--- config.mk ---
export PLATFORM = sky130hd
export DESIGN_NAME = spl_loader
export DESIGN_NICKNAME = d
export VERILOG_FILES = /design/src/spl_pkg.sv /design/src/spl_loader.sv
export SDC_FILE = /design/constraint.sdc
export NUM_CORES = 1
export LEC_CHECK = 0
export BUFFER_PORTS_ARGS = -buffer_cell sky130_fd_sc_hd__buf_2
export CORE_MARGIN = 1.5
export CORE_UTILIZATION = 39
export CTS_CLUSTER_SIZE = 12
export DETAILED_ROUTE_END_ITERATION = 16
export HOLD_SLACK_MARGIN = 0.03
export PLACE_DENSITY = 0.56
export SLEW_MARGIN = 5
export SYNTH_ARGS = -nofsm -noshare
export SYNTH_HDL_FRONTEND = slang
export SYNTH_SLANG_ARGS = --single-unit
--- constraint.sdc ---
create_clock -name mclk -period 3.7 [get_ports mclk]
set_input_delay 0.74 -clock mclk [delete_from_list [all_inputs] [get_ports mclk]]
set_output_delay 0.74 -clock mclk [all_outputs]
set_load 0.03 [all_outputs]
--- src/spl_pkg.sv ---
package spl_pkg;

  // ------------------------------------------------------------------
  // clock and timing
  // ------------------------------------------------------------------
  localparam int unsigned CLK_MHZ = 100;
  localparam int unsigned US_PER_MS = 1000;
  // echo and guard times, counted in main oscillator cycles
  localparam int unsigned MATCH_ECHO_CYC = 930;
  localparam int unsigned BAUD_ECHO_CYC = 980;
  localparam int unsigned CMD_ECHO_CYC = 800;
  localparam int unsigned BOOT_RX_CYC = 2100;
  // erase times in milliseconds, independent of the clock rate
  localparam int unsigned FULL_ERASE_MS = 30;
  localparam int unsigned SECTOR_ERASE_MS = 15;
  localparam int unsigned FULL_ERASE_CYC = FULL_ERASE_MS * US_PER_MS * CLK_MHZ;
  localparam int unsigned SECTOR_ERASE_CYC =
    SECTOR_ERASE_MS * US_PER_MS * CLK_MHZ;
  localparam int unsigned SECTOR_BYTES = 4096;

  // ------------------------------------------------------------------
  // widths
  // ------------------------------------------------------------------
  localparam int unsigned PORT_W = 8;
  localparam int unsigned BYTE_W = 8;
  localparam int unsigned FIFO_DEPTH = 16;
  localparam int unsigned DLY_W = 12;
  localparam int unsigned ERASE_W = 22;
  localparam int unsigned ADDR_W = 8;

  // ------------------------------------------------------------------
  // register map
  // ------------------------------------------------------------------
  localparam logic [7:0] ADDR_GATE = 8'h00;
  localparam logic [7:0] ADDR_ERASE = 8'h04;
  localparam logic [7:0] ADDR_STATUS = 8'h08;
  localparam logic [7:0] ADDR_RXDATA = 8'h0C;
  localparam int unsigned GATE_VALID_BIT = 0;
  localparam logic GATE_RESET = 1'b0;
  localparam int unsigned ERASE_GO_BIT = 0;
  localparam int unsigned ERASE_FULL_BIT = 1;
  localparam int unsigned ERASE_SECT_LSB = 12;
  localparam int unsigned ST_BOOT_BIT = 0;
  localparam int unsigned ST_BUSY_BIT = 1;
  localparam int unsigned ST_HALT_BIT = 2;
  localparam int unsigned ST_AVAIL_BIT = 3;
  localparam int unsigned ST_PHASE_LSB = 4;
  localparam int unsigned ST_PROM_BIT = 6;
  localparam logic [3:0] FIRST_SECTOR_DEF = 4'hC;

  // ------------------------------------------------------------------
  // loader pins and types
  // ------------------------------------------------------------------
  localparam int unsigned LOADER_PIN_A = 3;
  localparam int unsigned LOADER_PIN_B = 2;
  localparam logic [7:0] LOADER_MASK = 8'h0C;

  typedef enum logic [4:0] {
    ST_BOOT = 5'b00001,
    ST_IDLE = 5'b00010,
    ST_DELAY = 5'b00100,
    ST_ECHO = 5'b01000,
    ST_HALT = 5'b10000
  } spl_state_t;

  typedef enum logic [1:0] {
    PH_MATCH = 2'h0,
    PH_BAUD = 2'h1,
    PH_CMD = 2'h2,
    PH_DATA = 2'h3
  } spl_phase_t;

endpackage

--- src/spl_loader.sv ---
`timescale 1ns/1ps

// ------------------------------------------------------------------
// byte fifo
// ------------------------------------------------------------------
module spl_fifo #(
  parameter int unsigned WIDTH = 8,
  parameter int unsigned DEPTH = 16
) (
  input wire logic mclk,
  input wire logic rst_b,
  input wire logic in_valid,
  input wire logic [WIDTH-1:0] in_data,
  output logic in_ready,
  output logic out_valid,
  output logic [WIDTH-1:0] out_data,
  input wire logic out_ready
);
  localparam int unsigned AW = $clog2(DEPTH);
  logic [WIDTH-1:0] mem [DEPTH];
  logic [AW-1:0] wr_ptr;
  logic [AW-1:0] rd_ptr;
  logic [AW:0] count;
  wire push = in_valid && in_ready;
  wire pop = out_valid && out_ready;

  assign in_ready = (count != (AW+1)'(DEPTH));
  assign out_valid = (count != '0);
  assign out_data = mem[rd_ptr];

  always_ff @(posedge mclk) begin
    if (push) begin
      mem[wr_ptr] <= in_data;
    end
  end

  always_ff @(posedge mclk or negedge rst_b) begin
    if (!rst_b) begin
      wr_ptr <= '0;
      rd_ptr <= '0;
      count <= '0;
    end else begin
      wr_ptr <= push ? wr_ptr + 1'b1 : wr_ptr;
      rd_ptr <= pop ? rd_ptr + 1'b1 : rd_ptr;
      count <= count + (AW+1)'(push) - (AW+1)'(pop);
    end
  end
endmodule

// Notes on behaviour
// prom mode, gate clear: non-loader inputs fixed
// gate bit: 0 inputs invalid, 1 valid
// gate writes ignored outside prom mode
// mcu-mode gate read: upper bits undefined
// ram loader code sets gate bit first
// match byte echoed after 930 cycles
// baud byte echoed after 980 cycles
// command byte echoed after 800 cycles
// full erase busy for 30 ms
// sector erase 15 ms, 4-kbyte sectors
// no start bit accepted before 2100 cycles
// host waits 380 cycles before baud byte
// host waits 650 cycles before command
// host waits 800 cycles before address
// erase of non-flash sector halts link
module spl_loader import spl_pkg::*; #(
  parameter int unsigned FULL_ERASE_LEN = FULL_ERASE_CYC,
  parameter int unsigned SECTOR_ERASE_LEN = SECTOR_ERASE_CYC,
  parameter logic [3:0] FIRST_SECTOR = FIRST_SECTOR_DEF
) (
  input wire logic mclk,
  input wire logic rst_b,
  input wire logic psel,
  input wire logic penable,
  input wire logic pwrite,
  input wire logic [ADDR_W-1:0] paddr,
  input wire logic [31:0] pwdata,
  output logic [31:0] prdata,
  output logic pready,
  output logic pslverr,
  input wire logic prom_mode,
  input wire logic [PORT_W-1:0] port_pins,
  output logic [PORT_W-1:0] port_in_gated,
  input wire logic rx_valid,
  input wire logic [BYTE_W-1:0] rx_data,
  output logic rx_ready,
  output logic tx_valid,
  output logic [BYTE_W-1:0] tx_data,
  input wire logic tx_ready
);

  // ------------------------------------------------------------------
  // pin synchronisers
  // ------------------------------------------------------------------
  logic [PORT_W:0] pin_meta;
  logic [PORT_W:0] pin_sync;
  wire prom_s = pin_sync[PORT_W];
  wire [PORT_W-1:0] pins_s = pin_sync[PORT_W-1:0];

  always_ff @(posedge mclk or negedge rst_b) begin
    if (!rst_b) begin
      pin_meta <= '0;
      pin_sync <= '0;
    end else begin
      pin_meta <= {prom_mode, port_pins};
      pin_sync <= pin_meta;
    end
  end

  // ------------------------------------------------------------------
  // apb decode
  // ------------------------------------------------------------------
  wire access = psel && penable;
  wire wr = access && pwrite;
  wire rd = access && !pwrite;
  wire hit_gate = (paddr == ADDR_GATE);
  wire hit_erase = (paddr == ADDR_ERASE);
  wire hit_status = (paddr == ADDR_STATUS);
  wire hit_rxdata = (paddr == ADDR_RXDATA);
  wire hit_any = hit_gate || hit_erase || hit_status || hit_rxdata;

  // ------------------------------------------------------------------
  // port input gate
  // ------------------------------------------------------------------
  logic gate_valid;
  // mcu mode never touches the gate, so a stray write cannot unlock pins
  wire gate_wr = wr && hit_gate && prom_s;
  wire pins_frozen = prom_s && !gate_valid;
  // frozen inputs read low; loader pins always pass
  wire [PORT_W-1:0] next_gated =
    pins_frozen ? (pins_s & LOADER_MASK) : pins_s;

  always_ff @(posedge mclk or negedge rst_b) begin
    if (!rst_b) begin
      gate_valid <= GATE_RESET;
      port_in_gated <= '0;
    end else begin
      gate_valid <= gate_wr ? pwdata[GATE_VALID_BIT] : gate_valid;
      port_in_gated <= next_gated;
    end
  end

  // ------------------------------------------------------------------
  // receive fifo and sequencer
  // ------------------------------------------------------------------
  spl_state_t state;
  spl_state_t next_state;
  spl_phase_t phase;
  logic [DLY_W-1:0] dly_cnt;
  logic [DLY_W-1:0] boot_cnt;
  logic [BYTE_W-1:0] echo_byte;
  logic fifo_in_ready;
  logic fifo_out_valid;
  logic [BYTE_W-1:0] fifo_out_data;
  logic erase_busy;

  wire link_open = (state != ST_BOOT) && (state != ST_HALT);
  assign rx_ready = fifo_in_ready && link_open;
  wire seq_pop = (state == ST_IDLE) && (phase != PH_DATA) && fifo_out_valid;
  wire rd_pop = rd && hit_rxdata && (phase == PH_DATA) && fifo_out_valid;
  assign tx_valid = (state == ST_ECHO);
  assign tx_data = echo_byte;

  spl_fifo #(.WIDTH(BYTE_W), .DEPTH(FIFO_DEPTH)) u_rx_fifo (
    .mclk(mclk),
    .rst_b(rst_b),
    .in_valid(rx_valid && link_open),
    .in_data(rx_data),
    .in_ready(fifo_in_ready),
    .out_valid(fifo_out_valid),
    .out_data(fifo_out_data),
    .out_ready(seq_pop || rd_pop)
  );

  // each echo is its own delay, so the host sees the loader's think time
  wire [DLY_W-1:0] echo_len =
    (phase == PH_MATCH) ? DLY_W'(MATCH_ECHO_CYC - 1) :
    (phase == PH_BAUD) ? DLY_W'(BAUD_ECHO_CYC - 1) :
    DLY_W'(CMD_ECHO_CYC - 1);

  // ------------------------------------------------------------------
  // erase timer
  // ------------------------------------------------------------------
  logic [ERASE_W-1:0] erase_cnt;
  logic erase_full;
  wire erase_go = wr && hit_erase && pwdata[ERASE_GO_BIT] && !erase_busy
    && link_open;
  wire go_full = pwdata[ERASE_FULL_BIT];
  wire [3:0] go_sector = pwdata[ERASE_SECT_LSB +: 4];
  wire bad_sector = erase_go && !go_full && (go_sector < FIRST_SECTOR);
  wire [ERASE_W-1:0] erase_len = go_full ?
    ERASE_W'(FULL_ERASE_LEN - 1) : ERASE_W'(SECTOR_ERASE_LEN - 1);

  always_ff @(posedge mclk or negedge rst_b) begin
    if (!rst_b) begin
      erase_busy <= 1'b0;
      erase_cnt <= '0;
      erase_full <= 1'b0;
    end else if (erase_go && !bad_sector) begin
      erase_busy <= 1'b1;
      erase_cnt <= erase_len;
      erase_full <= go_full;
    end else if (erase_busy) begin
      erase_busy <= (erase_cnt != '0);
      erase_cnt <= erase_cnt - 1'b1;
    end
  end

  // ------------------------------------------------------------------
  // state machine
  // ------------------------------------------------------------------
  always_comb begin
    next_state = state;
    case (state)
      ST_BOOT: begin
        if (boot_cnt == DLY_W'(BOOT_RX_CYC - 1)) begin
          next_state = ST_IDLE;
        end
      end
      ST_IDLE: begin
        if (seq_pop) begin
          next_state = ST_DELAY;
        end
      end
      ST_DELAY: begin
        if (dly_cnt == '0) begin
          next_state = ST_ECHO;
        end
      end
      ST_ECHO: begin
        if (tx_ready) begin
          next_state = ST_IDLE;
        end
      end
      ST_HALT: begin
        next_state = ST_HALT;
      end
      default: begin
        next_state = ST_HALT;
      end
    endcase
    // a bad erase target wins over everything and never recovers
    if (bad_sector) begin
      next_state = ST_HALT;
    end
  end

  always_ff @(posedge mclk or negedge rst_b) begin
    if (!rst_b) begin
      state <= ST_BOOT;
      boot_cnt <= '0;
    end else begin
      state <= next_state;
      boot_cnt <= (state == ST_BOOT) ? boot_cnt + 1'b1 : boot_cnt;
    end
  end

  always_ff @(posedge mclk or negedge rst_b) begin
    if (!rst_b) begin
      phase <= PH_MATCH;
      dly_cnt <= '0;
      echo_byte <= '0;
    end else if (seq_pop) begin
      dly_cnt <= echo_len;
      echo_byte <= fifo_out_data;
    end else if (state == ST_DELAY) begin
      dly_cnt <= dly_cnt - 1'b1;
    end else if ((state == ST_ECHO) && tx_ready) begin
      phase <= spl_phase_t'(phase + 2'h1);
    end
  end

  // ------------------------------------------------------------------
  // read mux
  // ------------------------------------------------------------------
  // upper gate bits are undefined in mcu mode; they simply read low
  wire [31:0] rd_gate = {31'h0, gate_valid};
  wire [31:0] rd_status = {25'h0, prom_s, phase, fifo_out_valid,
    state == ST_HALT, erase_busy, state == ST_BOOT};
  wire [31:0] rd_rx = {24'h0, fifo_out_valid ? fifo_out_data : 8'h00};
  wire [31:0] rd_erase = {30'h0, erase_full, erase_busy};

  assign pready = 1'b1;
  assign pslverr = access && !hit_any;
  assign prdata = !rd ? 32'h0 : hit_gate ? rd_gate :
    hit_erase ? rd_erase : hit_status ? rd_status :
    hit_rxdata ? rd_rx : 32'h0;

  // ------------------------------------------------------------------
  // checks
  // ------------------------------------------------------------------
  logic [DLY_W-1:0] dly_seen;
  logic [ERASE_W-1:0] erase_seen;
  always_ff @(posedge mclk or negedge rst_b) begin
    if (!rst_b) begin
      dly_seen <= '0;
      erase_seen <= '0;
    end else begin
      dly_seen <= seq_pop ? '0 :
        (state == ST_DELAY) ? dly_seen + 1'b1 : dly_seen;
      erase_seen <= (erase_go && !bad_sector) ? '0 :
        erase_busy ? erase_seen + 1'b1 : erase_seen;
    end
  end
endmodule

# Word-level counts from Yosys, hierarchy flattened
# Memory sizes are Yosys's and may differ from the RTL's.
# Cells that the tools add are included.
[totals]
output_inout_bits = 52
regBits = 103
wordCells = 114
mem_bits_rw = 128
memories = 1
[op_classes]
order_cmp = 1
bitwise_logic = 2
muxes = 24
n_reduce_logical = 44
addsub = 8
eq_ne = 19
[memory_table]
columns = ["memory", "words", "word_bits", "read_ports", "rd_ports_with_merged_regs", "write_ports", "line", "source"]
rows = [
  ["u_rx_fifo.mem", 16, 8, 1, 0, 1, "spl_loader.sv:20", "logic [WIDTH-1:0] mem [DEPTH];"],
]
[ops]
columns = ["cell", "count"]
rows = [
  ["$mux W8", 9],
  ["$mux W22", 3],
  ["$logic_and A1 B1 Y1", 25],
  ["$mux W5", 5],
  ["$mux W12", 2],
  ["$reduce_bool A22 Y1", 1],
  ["$sub A22 B1 Y22 const B", 1],
  ["$pmux W5 S4", 1],
  ["$eq A8 B4 Y1 const B", 2],
  ["$add A12 B1 Y12 const B", 1],
  ["$eq A12 B12 Y1 const B", 1],
  ["$logic_not A12 Y1", 1],
  ["$sub A12 B1 Y12 const B", 1],
  ["$ne A5 B5 Y1 const B", 2],
  ["$add A4 B1 Y4 const B", 2],
  ["$eq A8 B3 Y1 const B", 1],
  ["$logic_not A8 Y1", 1],
  ["$logic_not A1 Y1", 6],
  ["$ne A3 B3 Y1 const B", 2],
  ["$add A5 B1 Y5", 1],
  ["$eq A5 B1 Y1 const B", 1],
  ["$eq A5 B2 Y1 const B", 1],
  ["$eq A5 B3 Y1 const B", 1],
  ["$eq A5 B4 Y1 const B", 1],
  ["18 further kinds", 26],
]

# Longest topological paths before layout
# Gate-level depths: netlist of the first run.
[depth]
depth_word = 11
mapped_depth = 14
depth_no_buf = 13

# Hierarchy
# Synthesis of the first run repeated with hierarchy kept, for this count alone.
[unflattened]
hier_cells = 744
hier_area_um2 = 10142.2
[modules_own_cells]
columns = ["mod", "area_each_um2", "cells_per_inst", "seq_area_each_um2", "n_inst"]
rows = [
  ["spl_fifo", 5749.3, 321, 4169.0, 1],
  ["spl_loader", 4393.0, 423, 2253.4, 1],
]

# Worst setup path before layout of the first run
# OpenSTA, ideal clock, no wires.
[synth_timing]
path_type = "input port to output port"
start = "in paddr[1]"
end = "out prdata[1]"
t_arrival_ns = 2.879
required_time_ns = 2.960
cell_stages = 3
slack_ns = 0.081
path_cell_list = "nor4_1 -> nand4b_1 -> a2111oi_0"
[synth_between]
elab_chain_len = 6
word_cells_on_any_way = 9
cone_classes = "3 x eq/ne; 5 x mux; 1 x reduce/logical"
[synth_rtl]
columns = ["element", "line", "source"]
rows = [
  ["start: declaration", "spl_loader.sv:76", "input wire logic [ADDR_W-1:0] paddr,"],
  ["$eq A8 B4 Y1", "spl_loader.sv:119", "wire hit_rxdata = (paddr == ADDR_RXDATA);"],
  ["$mux W8", "spl_loader.sv:287", "hit_rxdata ? rd_rx : 32'h0;"],
  ["$mux W8 (2 in series)", "spl_loader.sv:286", "hit_erase ? rd_erase : hit_status ? rd_status :"],
  ["$mux W8 * (2 in series)", "spl_loader.sv:285", "assign prdata = !rd ? 32'h0 : hit_gate ? rd_gate :"],
  ["end: declaration", "spl_loader.sv:78", "output logic [31:0] prdata,"],
]
# Mark *: on every way between the ends. The rest lies on a longest branch, timed or not.

# Final worst setup path of the first run
[layout_timing]
start = "reg u_rx_fifo.rd_ptr[0]"
end = "out prdata[5]"
[layout_between]
elab_chain_len = 7
[layout_rtl]
columns = ["element", "line", "source"]
rows = [
  ["start: declaration", "spl_loader.sv:22", "logic [AW-1:0] rd_ptr;"],
  ["start signal: assignment", "spl_loader.sv:44", "rd_ptr <= pop ? rd_ptr + 1'b1 : rd_ptr;"],
  ["$mem_v2 Z16 W8", "--", ""],
  ["$mux W8", "spl_loader.sv:280", "wire [31:0] rd_rx = {24'h0, fifo_out_valid ? fifo_out_data : 8'h00};"],
  ["$mux W8", "spl_loader.sv:287", ""],
  ["$mux W8 (2 in series)", "spl_loader.sv:286", ""],
  ["$mux W8 (2 in series)", "spl_loader.sv:285", ""],
]
# No other way between the ends.

==> results_dict.tcl, run 1 <==
set metrics [dict create \
    post_cts_buffers 0 \
    routedWlPerCell_um 17.9 \
    clockBufferDepth 3 \
    clkPwrFrac_pct 46.2 \
    outcome "finished, final reports clean" \
    cts_htree_levels 1 \
    r2r_start "state[3]" \
    drive_above_1_share_pct 20.4 \
    firstDrtPassIters 4 \
    cts-root-buf "clkbuf_16" \
    vdd_drop_max_v 0.000293 \
    io_buffers 62 \
    final_nets 871 \
    synthSimpleGateAreaFrac_pct 11.9 \
    postCtsHoldBufs 0 \
    post-route-util_pct 45.6 \
    async_reset_ff_share_pct 44.6 \
    final_common_cell "edfxtp_1" \
    synthCells 708 \
    p_leak_uw 0.00451 \
    cp.arrival_ns 2.72 \
    grt_usage_pct 15.8 \
    synth_fa_ha_area_share_pct 2.34 \
    worstRegToRegCells 11 \
    antenna_cells 0 \
    dieArea_um2 26500 \
    worst_slew_pin_slew_ns 0.752 \
    crit_fanout 15 \
    hold_viol 0 \
    synthXorXnorAreaFrac_pct 3.61 \
    synth_compound_area_share_pct 5.70 \
    ys_warn_count 0 \
    grt_pass1_wl_mm 32.5 \
    rsz0062_at_grt "false" \
    insertion_delay_ns 0.53 \
    cp.required_ns 2.96 \
    fp-row-count 58 \
    drc 0 \
    hpwl_mm 14.1 \
    ios 116 \
    ys_seq_elements 231 \
    fin_skew_ns 0.0272 \
    drt_iter0_markers 440 \
    r2r-end "u_rx_fifo.count[4]" \
    cts_tree "yes" \
    grt-ovfl-total 0 \
    postSynthAreaPerCell_um2 14.0 \
    syn-cell-area_um2 9940 \
    die_h_um 163 \
    syn_to_final_growth_pct 15.2 \
    layout_common_cells "128 x edfxtp_1, 101 x dfrtp_1, 61 x nand2_1, 61 x buf_2, 33 x nor2_1" \
    hp-class "input port to asynchronous set/reset pin" \
    cp-end-kind "primary output" \
    p_per_area_nw_per_um2 467 \
    swShare_pct 20.3 \
    die_x_um 163 \
    fin_setup_tns_ns 0 \
    grt_pass1_vias 5952 \
    start_util_pct 39.6 \
    detail-route-antenna-nets 0 \
    synth_edf_count 128 \
    synth_top_family_by_area "simple AND/OR/NAND/NOR gates" \
    yosysSeqAreaShare_pct 64.6 \
    max_cap_violations 0 \
    cts_sinks 231 \
    antenna_found_initial 0 \
    ff2ff_setup_slack_ns 0.71 \
    internal-power_uw 4260 \
    min_period_over_period_pct 93.5 \
    relSlewSlack_pct 49.2 \
    start_kind "flip-flop" \
    grt_max_degree 70 \
    comb_power_share_pct 2.5 \
    power_switching_uw 1090 \
    core_um2 25100 \
    wl_mm 20.4 \
    clkSlewWorstSetupHoldPaths_ns 0.06 \
    gp_congestion 0.782 \
    slew_violations 0 \
    yosys.cell_types.count 64 \
    setup_viol 0 \
    period_minus_slack_ns 3.46 \
    fmax_ghz 0.289 \
    crit_type "flip-flop to primary output" \
    numCtsBuffers 25 \
    synthMuxAreaShare_pct 7.92 \
    synth_ff_type "edfxtp_1" \
    routed-via-count 5913 \
    viasPerCell 5.20 \
    seqPwrFrac_pct 51.3 \
]
==> worst max-delay path by stage <==
| stage | end | startpoint | slack (ns) |
|---|---|---|---|
| floorplan | prdata[1] | paddr[1] | 0.08 |
| global placement | u_rx_fifo.count[4] | paddr[1] | 0.52 |
| detailed placement | u_rx_fifo.count[4] | paddr[1] | 0.53 |
| CTS | prdata[1] | u_rx_fifo.rd_ptr[0] | 0.1 |
| global route | prdata[1] | u_rx_fifo.rd_ptr[0] | 0.04 |
| finish | prdata[5] | u_rx_fifo.rd_ptr[0] | 0.24 |
==> stage by stage <==
| step | hold WS [ns] | area (um^2) | setup slack, ns | std cells | total power, uW |
|---|---|---|---|---|---|
| final | 0.171 | 11500 | 0.240 | 1138 | 5350 |
| after floorplan | 0.331 | 10000 | 0.0809 | 731 | 2870 |
| after detailed placement | 0.337 | 10600 | 0.535 | 1092 | 2930 |
| after CTS | 0.182 | 11500 | 0.0977 | 1138 | 5430 |
| after global routing | 0.205 | 11500 | 0.0431 | 1138 | 5540 |
| after global placement | 0.334 | 10600 | 0.518 | 1092 | 2920 |
==> cell usage after synthesis (5+ instances only) <==
| master | number | area, um^2 |
|---|---|---|
| nor3b_1 | 5 | 37.5 |
| mux4_2 | 32 | 721 |
| nor3_1 | 12 | 60.1 |
| a21oi_1 | 23 | 115 |
| nor2b_1 | 5 | 31.3 |
| or4_1 | 7 | 52.6 |
| nor2_1 | 33 | 124 |
| and3_1 | 8 | 50.1 |
| edfxtp_1 | 128 | 3840 |
| dfrtp_1 | 102 | 2550 |
| nand3_1 | 14 | 70.1 |
| buf_2 | 7 | 35.0 |
| inv_1 | 21 | 78.8 |
| mux2_2 | 5 | 56.3 |
| clkbuf_1 | 16 | 60.1 |
| o21ai_0 | 15 | 75.1 |
| and2_1 | 28 | 175 |
| xnor2_1 | 24 | 210 |
| nand2_1 | 61 | 229 |
| or3_1 | 8 | 50.1 |
| a22o_1 | 5 | 43.8 |
| a22oi_1 | 13 | 97.6 |
| nand4_1 | 7 | 43.8 |
| xor2_1 | 17 | 149 |
| ha_1 | 17 | 213 |
| buf_4 | 25 | 188 |
| nor4_1 | 12 | 75.1 |
==> registers in the layout, summed over array words and instances (netlist names), 4 cells and up <==
name	cells
u_rx_fifo.mem	128
erase_cnt	22
boot_cnt	12
dly_cnt	12
pin_meta	9
pin_sync	9
port_in_gated	8
tx_data	8
state	5
u_rx_fifo.count	5
u_rx_fifo.rd_ptr	4
u_rx_fifo.wr_ptr	4
==> repair_timing <==
item | 4_1_cts | 5_1_grt
resized for setup | 0 | 1
endpoints found under the setup margin | 0 | 2
endpoints found under the hold margin | 0 | 0
==> final cells by class <==
cell class | count | area [um^2]
flip-flops and latches | 231 | 6430
fillers | 2240 | 13700
multi-input cells | 429 | 3230
inverters | 22 | 82.6
clock inverters | 6 | 95.1
well taps | 330 | 413
repair buffers | 80 | 473
clock buffers | 40 | 732
==> critical path: stages, from the launching register on <==
cell	delay [ns]
dfrtp_4	0.59
buf_12	0.22
mux4_2	0.50
a22oi_1	0.31
nand2_1	0.15
a22o_1	0.24
buf_2	0.18
==> per-layer routing <==
metal | wire, um | vias to the layer above | GRT usage [%]
met2 | 9840 | 134 | 26.1
li1 | - | 2736 | -
met5 | 0 | - | 0
met4 | 405 | 0 | 4.21
met3 | 872 | 36 | 2.37
met1 | 9240 | 3007 | 21.7
==> power groups by stage <==
stage	registers, uW	clock network, uW	logic (uW)
2_1_floorplan	2800	0	70.1
3_3_place_gp	2790	0	129
3_5_place_dp	2800	0	136
4_1_cts	2750	2550	137
5_1_grt	2750	2650	150
6_report	2750	2470	134
==> cells by family after synthesis <==
family	after synthesis
multiplexers	38
flip-flops	231
AND/OR/NAND/NOR	222
XOR/XNOR	41
other	2
buffers and inverters	71
AO/OA/AOI/OAI	85
adder cells (fa/ha/maj)	18
(Power assumes the default switching activity.)
==> inputs of run 2 (changes only) <==
- REMOVE_ABC_BUFFERS: default -> 1
==> results_dict.tcl, run 2 (synthesis results as in run 1) <==
set metrics [dict create \
    rsz0062_at_grt "false" \
    largestRegisters "u_rx_fifo.mem (128), erase_cnt (22)" \
    clockBufferDepth 3 \
    grt_max_degree 61 \
    r2r_start "state[3]" \
    cts-root-buf "clkbuf_16" \
    hpwl_mm 13.8 \
    ios 116 \
    fin_setup_tns_ns 0 \
    die_x_um 163 \
    cts_htree_levels 1 \
    hp-class "input port to asynchronous set/reset pin" \
    drt_iter0_markers 315 \
    hold_viol 0 \
    io_buffers 62 \
    grt_usage_pct 15.6 \
    slew_violations 0 \
    drc 0 \
    setup_ws_ns 0.213 \
    max_flop_register "u_rx_fifo.mem" \
    largest_register_ffs 128 \
    routed-via-count 5896 \
    comb_power_share_pct 2.5 \
    p_per_area_nw_per_um2 463 \
    cp.required_ns 2.96 \
    clkPwrFrac_pct 46.1 \
    wl_mm 20.3 \
    postCtsHoldBufs 0 \
    fp-row-count 58 \
    worst_slew_pin_slew_ns 0.797 \
    seqPwrFrac_pct 51.4 \
    wl_met3_mm 1.03 \
    start_kind "flip-flop" \
    worstRegToRegCells 11 \
    drive_above_1_share_pct 21.1 \
    p_leak_uw 0.00454 \
    setup_viol 0 \
    clkSlewWorstSetupHoldPaths_ns 0.06 \
    vdd_drop_max_v 0.000377 \
    insertion_delay_ns 0.54 \
    post-place-ws_ns 0.425 \
    outcome "finished, final reports clean" \
    met2_wirelength_mm 9.83 \
    cp-end-kind "primary output" \
    fin_skew_ns 0.0293 \
    ff2ff_setup_slack_ns 0.65 \
    layout_common_cells "128 x edfxtp_1, 101 x dfrtp_1, 61 x nand2_1, 61 x buf_2, 33 x nor2_1" \
    cts_tree "yes" \
    syn_to_final_growth_pct 15.9 \
    fmax_ghz 0.287 \
    r2r-end "u_rx_fifo.count[4]" \
    period_minus_slack_ns 3.49 \
    grt_pass1_wl_mm 32.2 \
    relSlewSlack_pct 46.9 \
    wl_met1_mm 8.97 \
    die_h_um 163 \
    core_um2 25100 \
    crit_fanout 11 \
    dieArea_um2 26500 \
    start_util_pct 39.6 \
    power_switching_uw 1110 \
    firstDrtPassIters 6 \
    max_cap_violations 0 \
    grt-ovfl-total 0 \
    numCtsBuffers 26 \
    grt_pass1_vias 5944 \
    gp_congestion 0.754 \
    cp.arrival_ns 2.75 \
    cts_sinks 231 \
    top_layer_used "met4" \
    final_common_cell "edfxtp_1" \
    min_period_over_period_pct 94.2 \
    antenna_cells 0 \
    antenna_found_initial 0 \
    routedWlPerCell_um 17.7 \
    internal-power_uw 4230 \
    crit_type "flip-flop to primary output" \
    viasPerCell 5.14 \
    final_nets 880 \
    swShare_pct 20.8 \
    detail-route-antenna-nets 0 \
]
==> run 2: metrics by stage <==
step           utilization [%]  hold slack, ns  total power [uW]  cell area (um^2)  std cells
2_1_floorplan                -           0.331              2850              9730        682
3_3_place_gp              42.3           0.332              2920             10600       1092
3_5_place_dp              42.3           0.335              2930             10600       1092
4_1_cts                   45.6           0.306              5400             11400       1138
5_1_grt                   45.9           0.302              5510             11500       1146
6_report                  45.9           0.284              5340             11500       1146
==> run 2: area by class of cell <==
cell class | count | area (um^2)
clock buffers | 37 | 702
clock inverters | 9 | 119
fillers | 2294 | 13600
inverters | 22 | 82.6
multi-input cells | 429 | 3230
flip-flops and latches | 231 | 6430
well taps | 330 | 413
repair buffers | 88 | 546
==> run 2: metal layers <==
metal / global-route usage, % / vias up
met2: 26.4 / 159
met5: 0 / -
met4: 4.34 / 0
met1: 21.0 / 2949
met3: 2.37 / 37
li1: - / 2751
==> run 2: worst max-delay path by stage <==
| stage | depth (start not counted) | end | slack (ns) | from |
|---|---|---|---|---|
| floorplan | 5 | prdata[1] | -0.70 | u_rx_fifo.rd_ptr[0] |
| global placement | 12 | u_rx_fifo.count[4] | 0.44 | paddr[1] |
| detailed placement | 12 | u_rx_fifo.count[4] | 0.43 | paddr[1] |
| CTS | 6 | prdata[3] | 0.08 | u_rx_fifo.rd_ptr[0] |
| global route | 6 | prdata[4] | 0.07 | u_rx_fifo.rd_ptr[1] |
| finish | 6 | prdata[4] | 0.21 | u_rx_fifo.rd_ptr[1] |
==> run 2: worst max-delay path: stages, from the launching register on <==
cell	delay (ns)
dfrtp_1	0.64
buf_4	0.31
mux4_2	0.32
a22oi_1	0.31
nand2_1	0.18
a22o_1	0.25
buf_2	0.18
==> run 2: power groups by stage <==
| stage | clock [uW] | sequential (uW) | combinational (uW) |
|---|---|---|---|
| after floorplan | 0 | 2800 | 48.6 |
| after global placement | 0 | 2790 | 128 |
| after global routing | 2610 | 2750 | 146 |
| final | 2460 | 2750 | 132 |
| after detailed placement | 0 | 2800 | 134 |
| after CTS | 2530 | 2740 | 134 |
==> run 2: repair_timing <==
action,in CTS,in global routing
endpoints found under the setup margin,1,3
endpoints found under the hold margin,0,0
gates resized for setup,1,0
buffers inserted,0,8
